File: src/core/pmw_pkg.sv
// Package: register map, field layout, timing and types of the power and wake block
package pmw_pkg;

  // ----------------------------------------------------------------
  // Widths
  // ----------------------------------------------------------------
  localparam int NPHY    = 2;
  localparam int NPORT   = 3;
  localparam int STRAP_W = 4;
  localparam int NWAKE   = 3;
  localparam int NSTA    = 6;

  // ----------------------------------------------------------------
  // Register offsets
  // ----------------------------------------------------------------
  localparam logic [7:0] REG_PWR_CTRL  = 8'h00;
  localparam logic [7:0] REG_PORT_PD   = 8'h01;
  localparam logic [7:0] REG_EEE_CTRL  = 8'h02;
  localparam logic [7:0] REG_ED_TMO    = 8'h03;
  localparam logic [7:0] REG_WAKE_TIME = 8'h04;
  localparam logic [7:0] REG_WAKE_CFG  = 8'h05;
  localparam logic [7:0] REG_WAKE_STAT = 8'h06;
  localparam logic [7:0] REG_STATUS    = 8'h07;
  localparam logic [7:0] REG_STA_BASE  = 8'h08;

  // ----------------------------------------------------------------
  // Field positions and reset values
  // ----------------------------------------------------------------
  localparam int MODE_LO    = 3;
  localparam int MODE_HI    = 4;
  localparam int RXLPI_LO   = 2;
  localparam int PMESEL_BIT = 4;
  localparam logic [7:0] ED_TMO_RST    = 8'h10;
  localparam logic [7:0] WAKE_TIME_RST = 8'h10;
  localparam logic [7:0] SYNC_BYTE     = 8'hFF;
  localparam logic [3:0] SYNC_COUNT    = 4'h6;
  localparam logic [3:0] ADDR_REPEATS  = 4'hF;

  // ----------------------------------------------------------------
  // Timing
  // ----------------------------------------------------------------
  localparam int CLK_NS        = 50;
  localparam int ENERGY_NS     = 100;
  localparam int ENERGY_CYC    = (ENERGY_NS + CLK_NS - 1) / CLK_NS;
  localparam int REFRESH_US    = 200;
  localparam int REFRESH_CYC   = (REFRESH_US * 1000 + CLK_NS - 1) / CLK_NS;
  localparam int REFRESH_MS    = 20;
  localparam int LINK_PULSE_MS = 16;
  localparam int LINK_PULSE_W  = ENERGY_CYC;
  localparam int LPI_RX_CLKS   = 9;
  localparam int TMO_SHIFT     = 8;

  // ----------------------------------------------------------------
  // Types
  // ----------------------------------------------------------------
  typedef enum logic [1:0] {
    MODE_NORMAL = 2'b00,
    MODE_ENERGY_DETECT_POWERDOWN   = 2'b01,
    MODE_SOFTPD = 2'b10
  } pmw_mode_e;

  typedef enum logic [1:0] {
    ED_OFF    = 2'b00,
    ED_ACTIVE = 2'b01,
    ED_LOW    = 2'b11
  } pmw_ed_e;

  typedef struct packed {
    logic       sof;
    logic       valid;
    logic [7:0] data;
  } pmw_rx_s;

  typedef struct packed {
    logic pllEn;
    logic phyEn;
    logic macEn;
    logic edOnly;
    logic linkPulse;
  } pmw_pwr_s;

endpackage : pmw_pkg

File: src/core/pmw_power_wake_ctrl.sv
// Global power modes, energy-detect sequencing, EEE idle control and wake reporting
//
// Our own choices: the register addresses and the address-and-strobe port.
module pmw_power_wake_ctrl #(
  parameter int REFRESH_PERIOD_CYC = pmw_pkg::REFRESH_MS * 1000000 / pmw_pkg::CLK_NS,
  parameter int LINK_PULSE_CYC     = pmw_pkg::LINK_PULSE_MS * 1000000 / pmw_pkg::CLK_NS
) (
  // Clock and reset
  input  wire logic                         sys_clk,
  input  wire logic                         rst,
  // Register port
  input  wire logic [7:0]                   regAddr,
  input  wire logic [7:0]                   regWrData,
  input  wire logic                         regWr,
  input  wire logic                         regRd,
  output logic      [7:0]                   regRdData,
  // Asynchronous pins
  input  wire logic                         cableEnergy,
  input  wire logic [pmw_pkg::NPHY-1:0]     linkUpPin,
  input  wire logic [pmw_pkg::STRAP_W-1:0]  strapPin,
  // EEE handshakes, same clock
  input  wire logic [pmw_pkg::NPHY-1:0]     anegLocalEee,
  input  wire logic [pmw_pkg::NPHY-1:0]     anegPartnerEee,
  input  wire logic [pmw_pkg::NPHY-1:0]     macLpiReq,
  input  wire logic [pmw_pkg::NPHY-1:0]     rxCodeValid,
  input  wire logic [pmw_pkg::NPHY-1:0]     rxCodeRefresh,
  // Received byte stream
  input  wire pmw_pkg::pmw_rx_s             rxByte,
  // Power controls
  output pmw_pkg::pmw_pwr_s                 pwr,
  output logic [pmw_pkg::NPORT-1:0]         portPowerDown,
  output logic [pmw_pkg::STRAP_W-1:0]       strapVal,
  // EEE state
  output logic [pmw_pkg::NPHY-1:0]          txLpi,
  output logic [pmw_pkg::NPHY-1:0]          txRefresh,
  output logic [pmw_pkg::NPHY-1:0]          rxLpi,
  output logic [pmw_pkg::NPHY-1:0]          rxClkStop,
  // Wake notification
  output logic                              hostIrqN,
  output logic                              powerEventN
);
  import pmw_pkg::*;

  // ----------------------------------------------------------------
  // Pin synchronisers
  // ----------------------------------------------------------------
  localparam int SYN_W = 1 + NPHY + STRAP_W;
  logic [SYN_W-1:0] syncA;
  logic [SYN_W-1:0] syncB;
  logic             energyS;
  logic [NPHY-1:0]  linkS;
  logic [STRAP_W-1:0] strapS;

  // Two stages; only syncB feeds logic
  always_ff @(posedge sys_clk) begin
    syncA <= {cableEnergy, linkUpPin, strapPin};
    syncB <= syncA;
  end
  assign {energyS, linkS, strapS} = syncB;

  // ----------------------------------------------------------------
  // Register state
  // ----------------------------------------------------------------
  pmw_mode_e          mode;
  logic [NPORT-1:0]   portPd;
  logic [NPHY-1:0]    eeeEn;
  logic [NPHY-1:0]    rxLpiEn;
  logic [7:0]         edTmo;
  logic [7:0]         wakeTime;
  logic [NWAKE-1:0]   wakeEn;
  logic               pmeSel;
  logic [NWAKE-1:0]   wakeFlag;
  logic [7:0]         station [NSTA];
  logic               strapTake;

  // Write decode
  wire wrMode  = regWr && regAddr == REG_PWR_CTRL;
  wire [1:0] wrModeVal = regWrData[MODE_HI:MODE_LO];
  wire modeOk  = wrModeVal != 2'b11;
  wire isSoft  = mode == MODE_SOFTPD;
  wire pdExit  = wrMode && isSoft && modeOk && wrModeVal != MODE_SOFTPD;
  wire cfgRst  = rst || pdExit;
  wire wrPortPd = regWr && regAddr == REG_PORT_PD;
  wire wrEee    = regWr && regAddr == REG_EEE_CTRL;
  wire wrEdTmo  = regWr && regAddr == REG_ED_TMO;
  wire wrWTime  = regWr && regAddr == REG_WAKE_TIME;
  wire wrWCfg   = regWr && regAddr == REG_WAKE_CFG;
  wire [NWAKE-1:0] wakeClr =
    (regWr && regAddr == REG_WAKE_STAT) ? regWrData[NWAKE-1:0] : '0;

  // Mode field; the reserved code 11 is ignored so one mode always holds
  always_ff @(posedge sys_clk) begin
    if (cfgRst) begin
      mode <= MODE_NORMAL;
    end else if (wrMode && modeOk) begin
      mode <= pmw_mode_e'(wrModeVal);
    end
  end

  // Configuration registers, restored together on soft power-down exit
  always_ff @(posedge sys_clk) begin
    if (cfgRst) begin
      portPd   <= '0;
      eeeEn    <= '0;
      rxLpiEn  <= '0;
      edTmo    <= ED_TMO_RST;
      wakeTime <= WAKE_TIME_RST;
      wakeEn   <= '0;
      pmeSel   <= 1'b0;
    end else begin
      if (wrPortPd) portPd <= regWrData[NPORT-1:0];
      if (wrEee) eeeEn <= regWrData[NPHY-1:0];
      if (wrEee) rxLpiEn <= regWrData[RXLPI_LO+NPHY-1:RXLPI_LO];
      if (wrEdTmo) edTmo <= regWrData;
      if (wrWTime) wakeTime <= regWrData;
      if (wrWCfg) wakeEn <= regWrData[NWAKE-1:0];
      if (wrWCfg) pmeSel <= regWrData[PMESEL_BIT];
    end
  end

  // Station address bytes, one register per byte
  for (genvar s = 0; s < NSTA; s++) begin : g_sta
    always_ff @(posedge sys_clk) begin
      if (cfgRst) begin
        station[s] <= 8'h00;
      end else if (regWr && regAddr == REG_STA_BASE + 8'(s)) begin
        station[s] <= regWrData;
      end
    end
  end

  // Straps caught at the first edge after reset or soft power-down exit
  always_ff @(posedge sys_clk) begin
    if (cfgRst) begin
      strapTake <= 1'b1;
      strapVal  <= '0;
    end else begin
      strapTake <= 1'b0;
      if (strapTake) strapVal <= strapS;
    end
  end

  // ----------------------------------------------------------------
  // Energy-detect state machine
  // ----------------------------------------------------------------
  pmw_ed_e    edState;
  pmw_ed_e    next_edState;
  logic [15:0] quietCnt;
  logic [2:0]  energyCnt;
  logic [23:0] pulseCnt;
  wire  [15:0] edTmoCyc = {edTmo, 8'h00};
  wire  quietOver = quietCnt >= edTmoCyc;
  wire  energyLong = energyS && energyCnt >= 3'(ENERGY_CYC);
  wire  isEdpd = mode == MODE_ENERGY_DETECT_POWERDOWN;

  // Quiet time is measured only in the normal-power state
  always_comb begin
    next_edState = edState;
    case (edState)
      ED_OFF: begin
        if (isEdpd) next_edState = ED_ACTIVE;
      end
      ED_ACTIVE: begin
        if (!isEdpd) next_edState = ED_OFF;
        else if (quietOver) next_edState = ED_LOW;
      end
      ED_LOW: begin
        if (!isEdpd) next_edState = ED_OFF;
        else if (energyLong) next_edState = ED_ACTIVE;
      end
      default: next_edState = ED_OFF;
    endcase
  end

  // Counters saturate so a long quiet cable never wraps back
  always_ff @(posedge sys_clk) begin
    if (cfgRst) begin
      edState   <= ED_OFF;
      quietCnt  <= '0;
      energyCnt <= '0;
    end else begin
      edState   <= next_edState;
      quietCnt  <= (edState == ED_ACTIVE && !energyS && !quietOver) ? quietCnt + 16'h1
                 : (edState == ED_ACTIVE && !energyS) ? quietCnt : 16'h0;
      energyCnt <= (edState == ED_LOW && energyS && !energyLong) ? energyCnt + 3'h1
                 : (edState == ED_LOW && energyS) ? energyCnt : 3'h0;
    end
  end

  // Sparse link pulses while in the low-power state
  wire pulseWrap = pulseCnt >= 24'(LINK_PULSE_CYC - 1);
  always_ff @(posedge sys_clk) begin
    if (cfgRst || next_edState != ED_LOW) begin
      pulseCnt <= '0;
    end else begin
      pulseCnt <= pulseWrap ? 24'h0 : pulseCnt + 24'h1;
    end
  end

  // Global enables; the management port itself is never gated
  wire lowPower = isSoft || next_edState == ED_LOW;
  always_ff @(posedge sys_clk) begin
    if (cfgRst) begin
      pwr <= '{pllEn: 1'b1, phyEn: 1'b1, macEn: 1'b1, edOnly: 1'b0, linkPulse: 1'b0};
    end else begin
      pwr.pllEn     <= !lowPower;
      pwr.phyEn     <= !lowPower;
      pwr.macEn     <= !lowPower;
      pwr.edOnly    <= next_edState == ED_LOW;
      pwr.linkPulse <= next_edState == ED_LOW && pulseCnt < 24'(LINK_PULSE_W);
    end
  end

  // Per-port power-down is separate from the global mode
  always_ff @(posedge sys_clk) begin
    if (cfgRst) portPowerDown <= '0;
    else portPowerDown <= portPd;
  end

  // ----------------------------------------------------------------
  // EEE per PHY port; the MAC port has no idle logic at all
  // ----------------------------------------------------------------
  logic [NPHY-1:0] eeeActive;
  logic [23:0]     refCnt [NPHY];
  logic [3:0]      rxCnt  [NPHY];

  for (genvar p = 0; p < NPHY; p++) begin : g_eee
    assign eeeActive[p] = eeeEn[p] && anegLocalEee[p] && anegPartnerEee[p];
    wire next_tx = eeeActive[p] && macLpiReq[p];
    wire refWrap = refCnt[p] >= 24'(REFRESH_PERIOD_CYC - 1);
    wire rxOn = eeeActive[p] && rxLpiEn[p];
    wire next_rx = !rxOn ? 1'b0
                 : rxCodeValid[p] ? rxCodeRefresh[p] : rxLpi[p];

    // Transmit side: refresh burst at the start of every period
    always_ff @(posedge sys_clk) begin
      if (cfgRst) begin
        txLpi[p]     <= 1'b0;
        txRefresh[p] <= 1'b0;
        refCnt[p]    <= '0;
      end else begin
        txLpi[p]     <= next_tx;
        refCnt[p]    <= (!next_tx || refWrap) ? 24'h0 : refCnt[p] + 24'h1;
        txRefresh[p] <= next_tx && refCnt[p] < 24'(REFRESH_CYC);
      end
    end

    // Receive side: clock stop only after the minimum idle dwell
    always_ff @(posedge sys_clk) begin
      if (cfgRst) begin
        rxLpi[p]     <= 1'b0;
        rxCnt[p]     <= '0;
        rxClkStop[p] <= 1'b0;
      end else begin
        rxLpi[p]     <= next_rx;
        rxCnt[p]     <= !rxLpi[p] ? 4'h0 : (rxCnt[p] == 4'hF) ? rxCnt[p] : rxCnt[p] + 4'h1;
        rxClkStop[p] <= next_rx && rxLpi[p] && rxCnt[p] >= 4'(LPI_RX_CLKS - 1);
      end
    end

    // Idle on either port only with both ends advertising it
    chk_tx_lpi: assert property (@(posedge sys_clk) disable iff (rst)
      txLpi[p] |-> $past(eeeEn[p]) && $past(anegLocalEee[p]) && $past(anegPartnerEee[p]))
      else $error("transmit idle without negotiated request");

    chk_rx_clk9: assert property (@(posedge sys_clk) disable iff (rst)
      $rose(rxClkStop[p]) |-> $past(rxLpi[p], 9) && rxLpi[p])
      else $error("receive clock stopped too early");
  end

  // ----------------------------------------------------------------
  // Wake packet scanner
  // ----------------------------------------------------------------
  logic [3:0] ffCnt;
  logic [2:0] byteSel;
  logic [3:0] repCnt;
  logic       pktHit;
  wire  isFf     = rxByte.data == SYNC_BYTE;
  wire  inSync   = ffCnt >= SYNC_COUNT;
  wire  staMatch = rxByte.data == station[byteSel];
  wire  lastByte = byteSel == 3'(NSTA - 1);
  wire  atStart  = byteSel == 3'h0 && repCnt == 4'h0;

  // Mismatch restarts the search; extra FF bytes keep the sync
  always_ff @(posedge sys_clk) begin
    if (cfgRst || rxByte.sof) begin
      ffCnt   <= '0;
      byteSel <= '0;
      repCnt  <= '0;
      pktHit  <= 1'b0;
    end else begin
      pktHit <= 1'b0;
      if (rxByte.valid) begin
        if (!inSync) begin
          ffCnt <= isFf ? ffCnt + 4'h1 : 4'h0;
        end else if (staMatch) begin
          byteSel <= lastByte ? 3'h0 : byteSel + 3'h1;
          if (lastByte) repCnt <= repCnt + 4'h1;
          if (lastByte && repCnt == ADDR_REPEATS) begin
            pktHit <= 1'b1;
            ffCnt  <= '0;
          end
        end else if (!(atStart && isFf)) begin
          ffCnt   <= isFf ? 4'h1 : 4'h0;
          byteSel <= '0;
          repCnt  <= '0;
        end
      end
    end
  end

  // ----------------------------------------------------------------
  // Wake events and notification pins
  // ----------------------------------------------------------------
  logic [15:0]     wakeECnt;
  logic [NPHY-1:0] linkPrev;
  wire  [15:0]     wakeCyc = {wakeTime, 8'h00};
  wire  evEnergy = energyS && wakeECnt == wakeCyc;
  wire  evLink   = |(linkS & ~linkPrev);
  wire  [NWAKE-1:0] events = {pktHit, evLink, evEnergy} & wakeEn;
  wire  [NWAKE-1:0] next_wakeFlag = (wakeFlag & ~wakeClr) | events;
  wire  anyWake = |next_wakeFlag;

  // Set beats a clear in the same cycle
  always_ff @(posedge sys_clk) begin
    if (cfgRst) begin
      wakeECnt <= '0;
      linkPrev <= '0;
      wakeFlag <= '0;
    end else begin
      wakeECnt <= !energyS ? 16'h0 : (wakeECnt > wakeCyc) ? wakeECnt : wakeECnt + 16'h1;
      linkPrev <= linkS;
      wakeFlag <= next_wakeFlag;
    end
  end

  // Pins follow the flags and the chosen destination
  always_ff @(posedge sys_clk) begin
    if (cfgRst) begin
      hostIrqN    <= 1'b1;
      powerEventN <= 1'b1;
    end else begin
      hostIrqN    <= !(anyWake && !pmeSel);
      powerEventN <= !(anyWake && pmeSel);
    end
  end

  // ----------------------------------------------------------------
  // Read data, one cycle after the strobe
  // ----------------------------------------------------------------
  wire [7:0] staIdx = regAddr - REG_STA_BASE;
  wire staHit = regAddr >= REG_STA_BASE && staIdx < 8'(NSTA);
  wire [7:0] rdMux =
      regAddr == REG_PWR_CTRL  ? {3'h0, mode, 3'h0}
    : regAddr == REG_PORT_PD   ? {5'h0, portPd}
    : regAddr == REG_EEE_CTRL  ? {4'h0, rxLpiEn, eeeEn}
    : regAddr == REG_ED_TMO    ? edTmo
    : regAddr == REG_WAKE_TIME ? wakeTime
    : regAddr == REG_WAKE_CFG  ? {3'h0, pmeSel, 1'b0, wakeEn}
    : regAddr == REG_WAKE_STAT ? {5'h0, wakeFlag}
    : regAddr == REG_STATUS    ? {2'h0, rxLpi, txLpi, edState}
    : staHit                   ? station[staIdx[2:0]]
    : 8'h00;

  always_ff @(posedge sys_clk) begin
    if (rst) regRdData <= 8'h00;
    else regRdData <= regRd ? rdMux : 8'h00;
  end

  // ----------------------------------------------------------------
  // Checks
  // ----------------------------------------------------------------
  chk_mode_onehot: assert property (@(posedge sys_clk) disable iff (rst)
    $onehot({mode == MODE_NORMAL, mode == MODE_ENERGY_DETECT_POWERDOWN, isSoft}))
    else $error("global mode not exactly one");

  chk_reset_normal: assert property (@(posedge sys_clk) rst |=>
    mode == MODE_NORMAL && eeeEn == '0 && edState == ED_OFF)
    else $error("reset did not give normal mode");

  chk_energy_detect_powerdown_select: assert property (@(posedge sys_clk) disable iff (rst)
    wrMode && wrModeVal == MODE_ENERGY_DETECT_POWERDOWN && !isSoft |=> ##1 edState != ED_OFF)
    else $error("energy-detect mode not entered");

  chk_ed_enter: assert property (@(posedge sys_clk) disable iff (rst)
    $rose(edState == ED_LOW) |-> $past(quietCnt) >= $past(edTmoCyc))
    else $error("low-power state entered before timeout");

  chk_ed_exit: assert property (@(posedge sys_clk) disable iff (rst)
    (edState == ED_LOW && isEdpd && energyS)[*3] |=> edState == ED_ACTIVE)
    else $error("energy did not wake from low-power state");

  chk_ed_gating: assert property (@(posedge sys_clk) disable iff (rst)
    edState == ED_LOW |-> pwr.edOnly && !pwr.macEn && !pwr.pllEn && !pwr.phyEn)
    else $error("circuits left on in low-power state");

  chk_soft_off: assert property (@(posedge sys_clk) disable iff (rst)
    isSoft && !pdExit |=> !pwr.macEn && !pwr.phyEn && !pwr.pllEn)
    else $error("function left on in soft power-down");

  chk_wake_hold: assert property (@(posedge sys_clk) disable iff (rst)
    wakeFlag[1] && !wakeClr[1] && !pdExit |=> wakeFlag[1])
    else $error("wake flag lost without clear");

  chk_irq_pin: assert property (@(posedge sys_clk) disable iff (rst)
    |wakeFlag && !pmeSel && !pdExit |-> ##[0:1] !hostIrqN)
    else $error("interrupt pin not asserted for wake");

endmodule : pmw_power_wake_ctrl

File: config.mk
export PLATFORM = sky130hd
export DESIGN_NAME = pmw_power_wake_ctrl
export DESIGN_NICKNAME = d
export VERILOG_FILES = /design/src/core/pmw_pkg.sv /design/src/core/pmw_power_wake_ctrl.sv
export SDC_FILE = /design/constraint.sdc
export NUM_CORES = 1
export LEC_CHECK = 0
export BUFFER_PORTS_ARGS = -buffer_cell sky130_fd_sc_hd__buf_4
export CAP_MARGIN = 20
export CORE_ASPECT_RATIO = 1.4
export CORE_MARGIN = 2
export CORE_UTILIZATION = 65
export CTS_CLUSTER_DIAMETER = 150
export DETAILED_ROUTE_END_ITERATION = 7
export GPL_TIMING_DRIVEN = 0
export PLACE_DENSITY = 0.85
export RECOVER_POWER = 25
export SYNTH_ARGS = -nofsm -noshare
export SYNTH_HDL_FRONTEND = slang
export SYNTH_SLANG_ARGS = --single-unit
export TNS_END_PERCENT = 5
File: constraint.sdc
create_clock -name sys_clk -period 3.71 [get_ports sys_clk]
set_clock_uncertainty 0.05 [all_clocks]
set_input_delay 0.371 -clock sys_clk [delete_from_list [all_inputs] [get_ports sys_clk]]
set_output_delay 0.371 -clock sys_clk [all_outputs]
set_load 0.005 [all_outputs]
Yosys cells after proc, flatten, opt, wreduce, memory -nomap -nowiden --
Memory sizes are Yosys's and may differ from the RTL's. A register that Yosys moved wholly into a read port is not among the register bits. Cells that the tools add are included.
Operators by class: reduce and logical (&&, ||, !) cells 74, mux-type cells 76, equality and inequality tests 34, add/sub/neg operators 12, bitwise gates (word level) 21, $lt $le $gt $ge 14
Operators by type and width (number):
- 2-to-1 mux 24 bit | 4
- 2-to-1 mux 8 bit | 12
- adder 24 x 1 -> 24 bit (second input constant) | 3
- greater-or-equal comparator 24 x 19 -> 1 bit (second input constant) | 3
- 2-to-1 mux 4 bit | 14
- equality test 8 x 4 -> 1 bit (second input constant) | 6
- less-than comparator 24 x 12 -> 1 bit (second input constant) | 2
- logical AND 1 bit | 44
- adder 16 x 1 -> 16 bit (second input constant) | 2
- equality test 8 x 3 -> 1 bit (second input constant) | 4
- 2-to-1 mux 16 bit | 2
- 2-to-1 mux 1 bit | 27
- less-than comparator 24 x 2 -> 1 bit (second input constant) | 1
- 2-to-1 mux 3 bit | 8
- adder 4 x 1 -> 4 bit (second input constant) | 4
- equality test 16 bit | 1
- equality test 8 x 2 -> 1 bit (second input constant) | 2
- greater-or-equal comparator 16 bit | 1
- > comparator 16 bit | 1
- 2-to-1 mux 5 bit | 3
- equality test 4 bit (second input constant) | 3
- 2-to-1 mux 2 bit | 5
- bitwise OR 1 bit | 10
- logical NOT 1 bit | 9
- other kinds (35) | 60
Storage, ports and cells: bits of input ports 47, memories kept 3, flip-flop bits (word level) 150, logic and storage cells 274, output and inout bits 30, RAM bits 104
Memory list:
- refCnt | words 2, width 24, rd ports 2, clocked after memory_dff 0, wr ports 2, RTL line pmw_power_wake_ctrl.sv:224 | logic [23:0] refCnt [NPHY];
- station | words 6, width 8, rd ports 2, clocked after memory_dff 1, wr ports 6, RTL line pmw_power_wake_ctrl.sv:73 | logic [7:0] station [NSTA];
- rxCnt | words 2, width 4, rd ports 2, clocked after memory_dff 0, wr ports 2, RTL line pmw_power_wake_ctrl.sv:225 | logic [3:0] rxCnt [NPHY];

Longest topological paths before layout --
depth after elaboration 12, mapped depth 11, mapped depth without buffers 9

Worst setup path after synthesis --
OpenSTA, ideal clock, no wires.
path kind input to register, start point input port regAddr[7], end point memory station[1][0], enable pin, path buffers 2, setup time 384 ps, path slack 1232 ps, stages on the path 6, data required time 3276 ps, arrival time 2044 ps, path through or4_1 > nor4_2 > a21oi_1 > buf_2 > clkbuf_1 > o21ai_0
RTL lines:
- start: declaration | RTL line pmw_power_wake_ctrl.sv:12 | input wire logic [7:0] regAddr,
- end: declaration | RTL line pmw_power_wake_ctrl.sv:73

==> results.txt <==
----------------------------------------------------
[Place]
  DP Worst Slack ... 0.364 ns
  Estimated wirelength of the detail-placed design ... 21.0 mm
  GPL Wtd Cong ... 0.997
  Count of input and output buffers ... 73

[Clock tree]
  Source-to-sink clock delay at the later pin of the worst-skew pair ... 0.53 ns
  CTS tree ... yes
  Post-CTS resize count ... 0
  Root buffer selected by CTS ... sky130_fd_sc_hd__clkbuf_16
  Clock transition time at the flip-flop clock pins of the worst setup and hold paths ... 0.06 ns
  H-tree level count ... 1
  Hold-fix buffers at CTS ... 7
  CTS Buffer Depth ... 3
  Clock Sink Count ... 257
  Setup Buffers After CTS ... 0
  TritonCTS Buffers ... 24

[Setup path]
  Cell at the slowest stage of the critical path ... sky130_fd_sc_hd__nor4_1
  Startpoint type of the worst setup path ... register
  Maximum fanout along the worst path ... 10
  Capture instance of the worst register-to-register path ... byteSel[2]
  CP Class ... reg2reg
  Worst reg-to-reg path cell count ... 9
  Element type at the critical path end ... register
  Flop-to-flop setup slack ... 0.50 ns
  Arrival time of the worst setup path ... 3.59 ns
  Delay of the slowest cell on the worst path ... 0.91 ns
  Required arrival time at the worst endpoint ... 4.09 ns
  Cells along the critical path ... buf_4, buf_6, mux2i_1, xor2_1, a222oi_1, nor4_1, nand3_1, or3_1, a31oi_1

[STA]
  Period Utilization, post-route ... 0.866
  Worst-case setup margin in the final layout ... 0.498 ns
  Remaining max-slew budget at the tightest pin ... 0.255
  Max-slew violations ... 0
  Least-Margin Pin Slew ... 1.11 ns
  Post-layout min period ... 3.21 ns
  Post-Route Setup TNS ... 0 ns
  Maximum operating frequency ... 311 MHz
  Final-report setup violation count ... 0
  Setup repair after global routing missed its margin ... false
  Hold Fails Final Rpt ... 0

[Synth]
  Dominant cell type by area after synthesis ... sky130_fd_sc_hd__dfxtp_1
  Share of flip-flops with an asynchronous set or reset ... 0
  Proportion of synthesized chip area in sequential cells ... 0.471
  Syn_area_per_cell ... 9.47 um^2
  Post-synth cell types ... 72
  Number of enable-type register cells in the synthesized netlist ... 48
  Yosys reg bits ... 257
  Synth Warn # ... 0
  Top flip-flop cell by instance count after synthesis ... sky130_fd_sc_hd__dfxtp_1
  Cell area after synthesis ... 12000 um^2
  Number of cells produced by synthesis ... 1262
  Top cell type's share of synthesized area ... 0.350
  Largest cells by area after synthesis ... sky130_fd_sc_hd__dfxtp_1, sky130_fd_sc_hd__edfxtp_1, sky130_fd_sc_hd__mux2i_1

[Final layout]
  Layout fillers ... 1277
  Combined area of the multi-input logic cells ... 5920 um^2
  Register cell area after layout ... 5630 um^2
  Area Growth Syn to Fin ... 15.7%
  Antenna cells ... 0
  Share of post-route cells with drive strength above 1 ... 0.111
  Nets ... 1467

[Die]
  Number of top-level pins ... 77
  Area enclosed by the die boundary ... 19500 um^2
  Total core area ... 18000 um^2
  Count of standard-cell rows ... 58
  Starting density of the core ... 0.664
  Floorplan die width ... 119 um
  Vertical die dimension ... 164 um

[Detailed routing]
  Initial drt markers ... 850
  Antenna-violating nets left ... 0
  Average detailed-routed wire length per instance ... 18.1 um
  Vias per std cell ... 6.08
  Number of remaining DRC errors ... 0
  First drt pass iteration count ... 6
  Wire length after detailed routing ... 29.7 mm
  Vias ... 9991

[Power]
  Switching power summed over all nets ... 1.29 mW
  Cell internal pwr ... 4.72 mW
  Switching part of the total power ... 0.214
  Clk pwr share ... 0.468
  Power density over the cells ... 434 nW/um^2
  Reported leakage power ... 5.20 nW
  Total Power Consumption ... 6.01 mW
  Sequential cell fraction of total power ... 0.485
  Combinational share of power ... 0.046
  Peak supply drop ... 0.000461 V

[Global route]
  Initial antenna violation count ... 0
  Global-route wire length before repair ... 47.6 mm
  Pin count of the biggest net entering global routing ... 18
  Number of global-route vias before repair ... 9720
  Tot GR Track Use ... 0.302
  Aggregate global routing overflow ... 0

[Min path]
  Startpoint of the tightest hold check path ... macLpiReq[1]
  Hold Path End ... txLpi[1]
  Worst Hold Depth ... 2
  Class of the tightest hold or removal check ... in2reg

[Flow run]
  Number of max-cap violations ... 0

[Status]
  Run status ... completed

----------------------------------------------------
## worst max-delay path by stage
| stage | endpoint | slack [ns] | cells after the start |
|---|---|---|---|
| 2_1_floorplan | station[1][0] | 1.23 | 6 |
| 3_3_place_gp | station[3][3] | 0.42 | 7 |
| 3_5_place_dp | station[1][3] | 0.36 | 7 |
| 4_1_cts | byteSel[2] | 0.69 | 9 |
| 5_1_grt | ffCnt[1] | 0.28 | 9 |
| 6_report | byteSel[2] | 0.50 | 9 |
## per-stage QoR
stage                     hold slack (ns)  instances  utilization  area [um^2]
after global routing               0.0744       1643        0.769        13800
after CTS                          0.0664       1640        0.769        13800
after detailed placement            0.268       1589        0.714        12900
after global placement              0.261       1589        0.714        12900
after floorplan                     0.260       1276            -        12000
final                              0.0729       1643        0.769        13800
## state kept, by name (all words and copies together), names as in the netlist, 16 cells and up, named ones only
signal    count
pulseCnt     24
wakeECnt     16
refCnt       48
quietCnt     16
station      48
## worst max-delay path: cells and delay by family (launching register included)
kind | cells | cell delay [ns]
mux | 1 | 0.39
flops | 1 | 0.31
simple gates | 3 | 1.51
buf+inv | 2 | 0.36
xor+xnor | 1 | 0.18
compound gates | 2 | 0.32
## cell usage in the layout, fill, tap and decap left out, drive strengths merged, types with 42 or more instances in the layout
master,count
buf,56
dfxtp,209
mux2i,61
a21oi,62
nor2,153
edfxtp,48
o21ai,42
inv,51
nand3,67
nand2,67
xor2,55
and2,59
clkbuf,104
## cells in the mapped netlist (all sizes together) (4+ instances only)
| master | number |
|---|---|
| dfxtp | 209 |
| nor2 | 153 |
| nand2 | 67 |
| nand3 | 67 |
| a21oi | 62 |
| mux2i | 61 |
| and2 | 59 |
| xor2 | 55 |
| inv | 49 |
| edfxtp | 48 |
| o21ai | 42 |
| nor3 | 36 |
| ha | 35 |
| clkbuf | 33 |
| and3 | 30 |
| nand4 | 26 |
| xnor2 | 25 |
| or3 | 23 |
| buf | 20 |
| nor4 | 17 |
| or4 | 9 |
| mux4 | 8 |
| nor2b | 8 |
| a222oi | 7 |
| mux2 | 7 |
| a21o | 6 |
| a221oi | 6 |
| a31oi | 6 |
| and4 | 6 |
| nand2b | 6 |
| o211ai | 6 |
| o31ai | 6 |
| a211oi | 5 |
| a22oi | 5 |
| nand3b | 5 |
| o21a | 5 |
| nor3b | 4 |
## power by group through the flow
stage / combinational [mW] / clock (mW) / sequential (mW)
after floorplan: 0.147 / 0 / 2.97
after global placement: 0.256 / 0 / 2.97
after detailed placement: 0.262 / 0 / 2.98
after CTS: 0.270 / 2.82 / 2.92
after global routing: 0.295 / 2.93 / 2.92
final: 0.279 / 2.81 / 2.92
## cell type report
class / count / area share
inverters: 49 / 0.0133
clock buffers: 31 / 0.0490
plain buffers: 53 / 0.0193
well taps: 240 / 0.0217
flip-flops and latches: 257 / 0.407
multi-input cells: 917 / 0.428
repair buffers: 83 / 0.0452
clock inverters: 13 / 0.0167
## logic make-up (layout without fill, tap and decap cells)
family | Yosys count | count (layout) | synth area share
xor gates and xnor gates | 80 | 80 | 0.0586
and+or+nand+nor | 528 | 528 | 0.226
adders and majority gates | 35 | 35 | 0.0366
buffers and inverters | 102 | 229 | 0.0379
DFF | 257 | 257 | 0.471
muxes | 76 | 76 | 0.0727
AOI/OAI and AO/OA | 183 | 183 | 0.0971
other | 1 | 15 | 0.000314
## metal layers
| metal | vias to the layer above | part of all wire | global-route usage |
|---|---|---|---|
| met2 | 475 | 0.52 | 0.568 |
| met4 | 0 | 0.046 | 0.142 |
| li1 | 4713 | - | - |
| met1 | 4702 | 0.37 | 0.336 |
| met3 | 101 | 0.063 | 0.0394 |
| met5 | - | 0 | 0 |
Power figures use the tool's default switching activity.
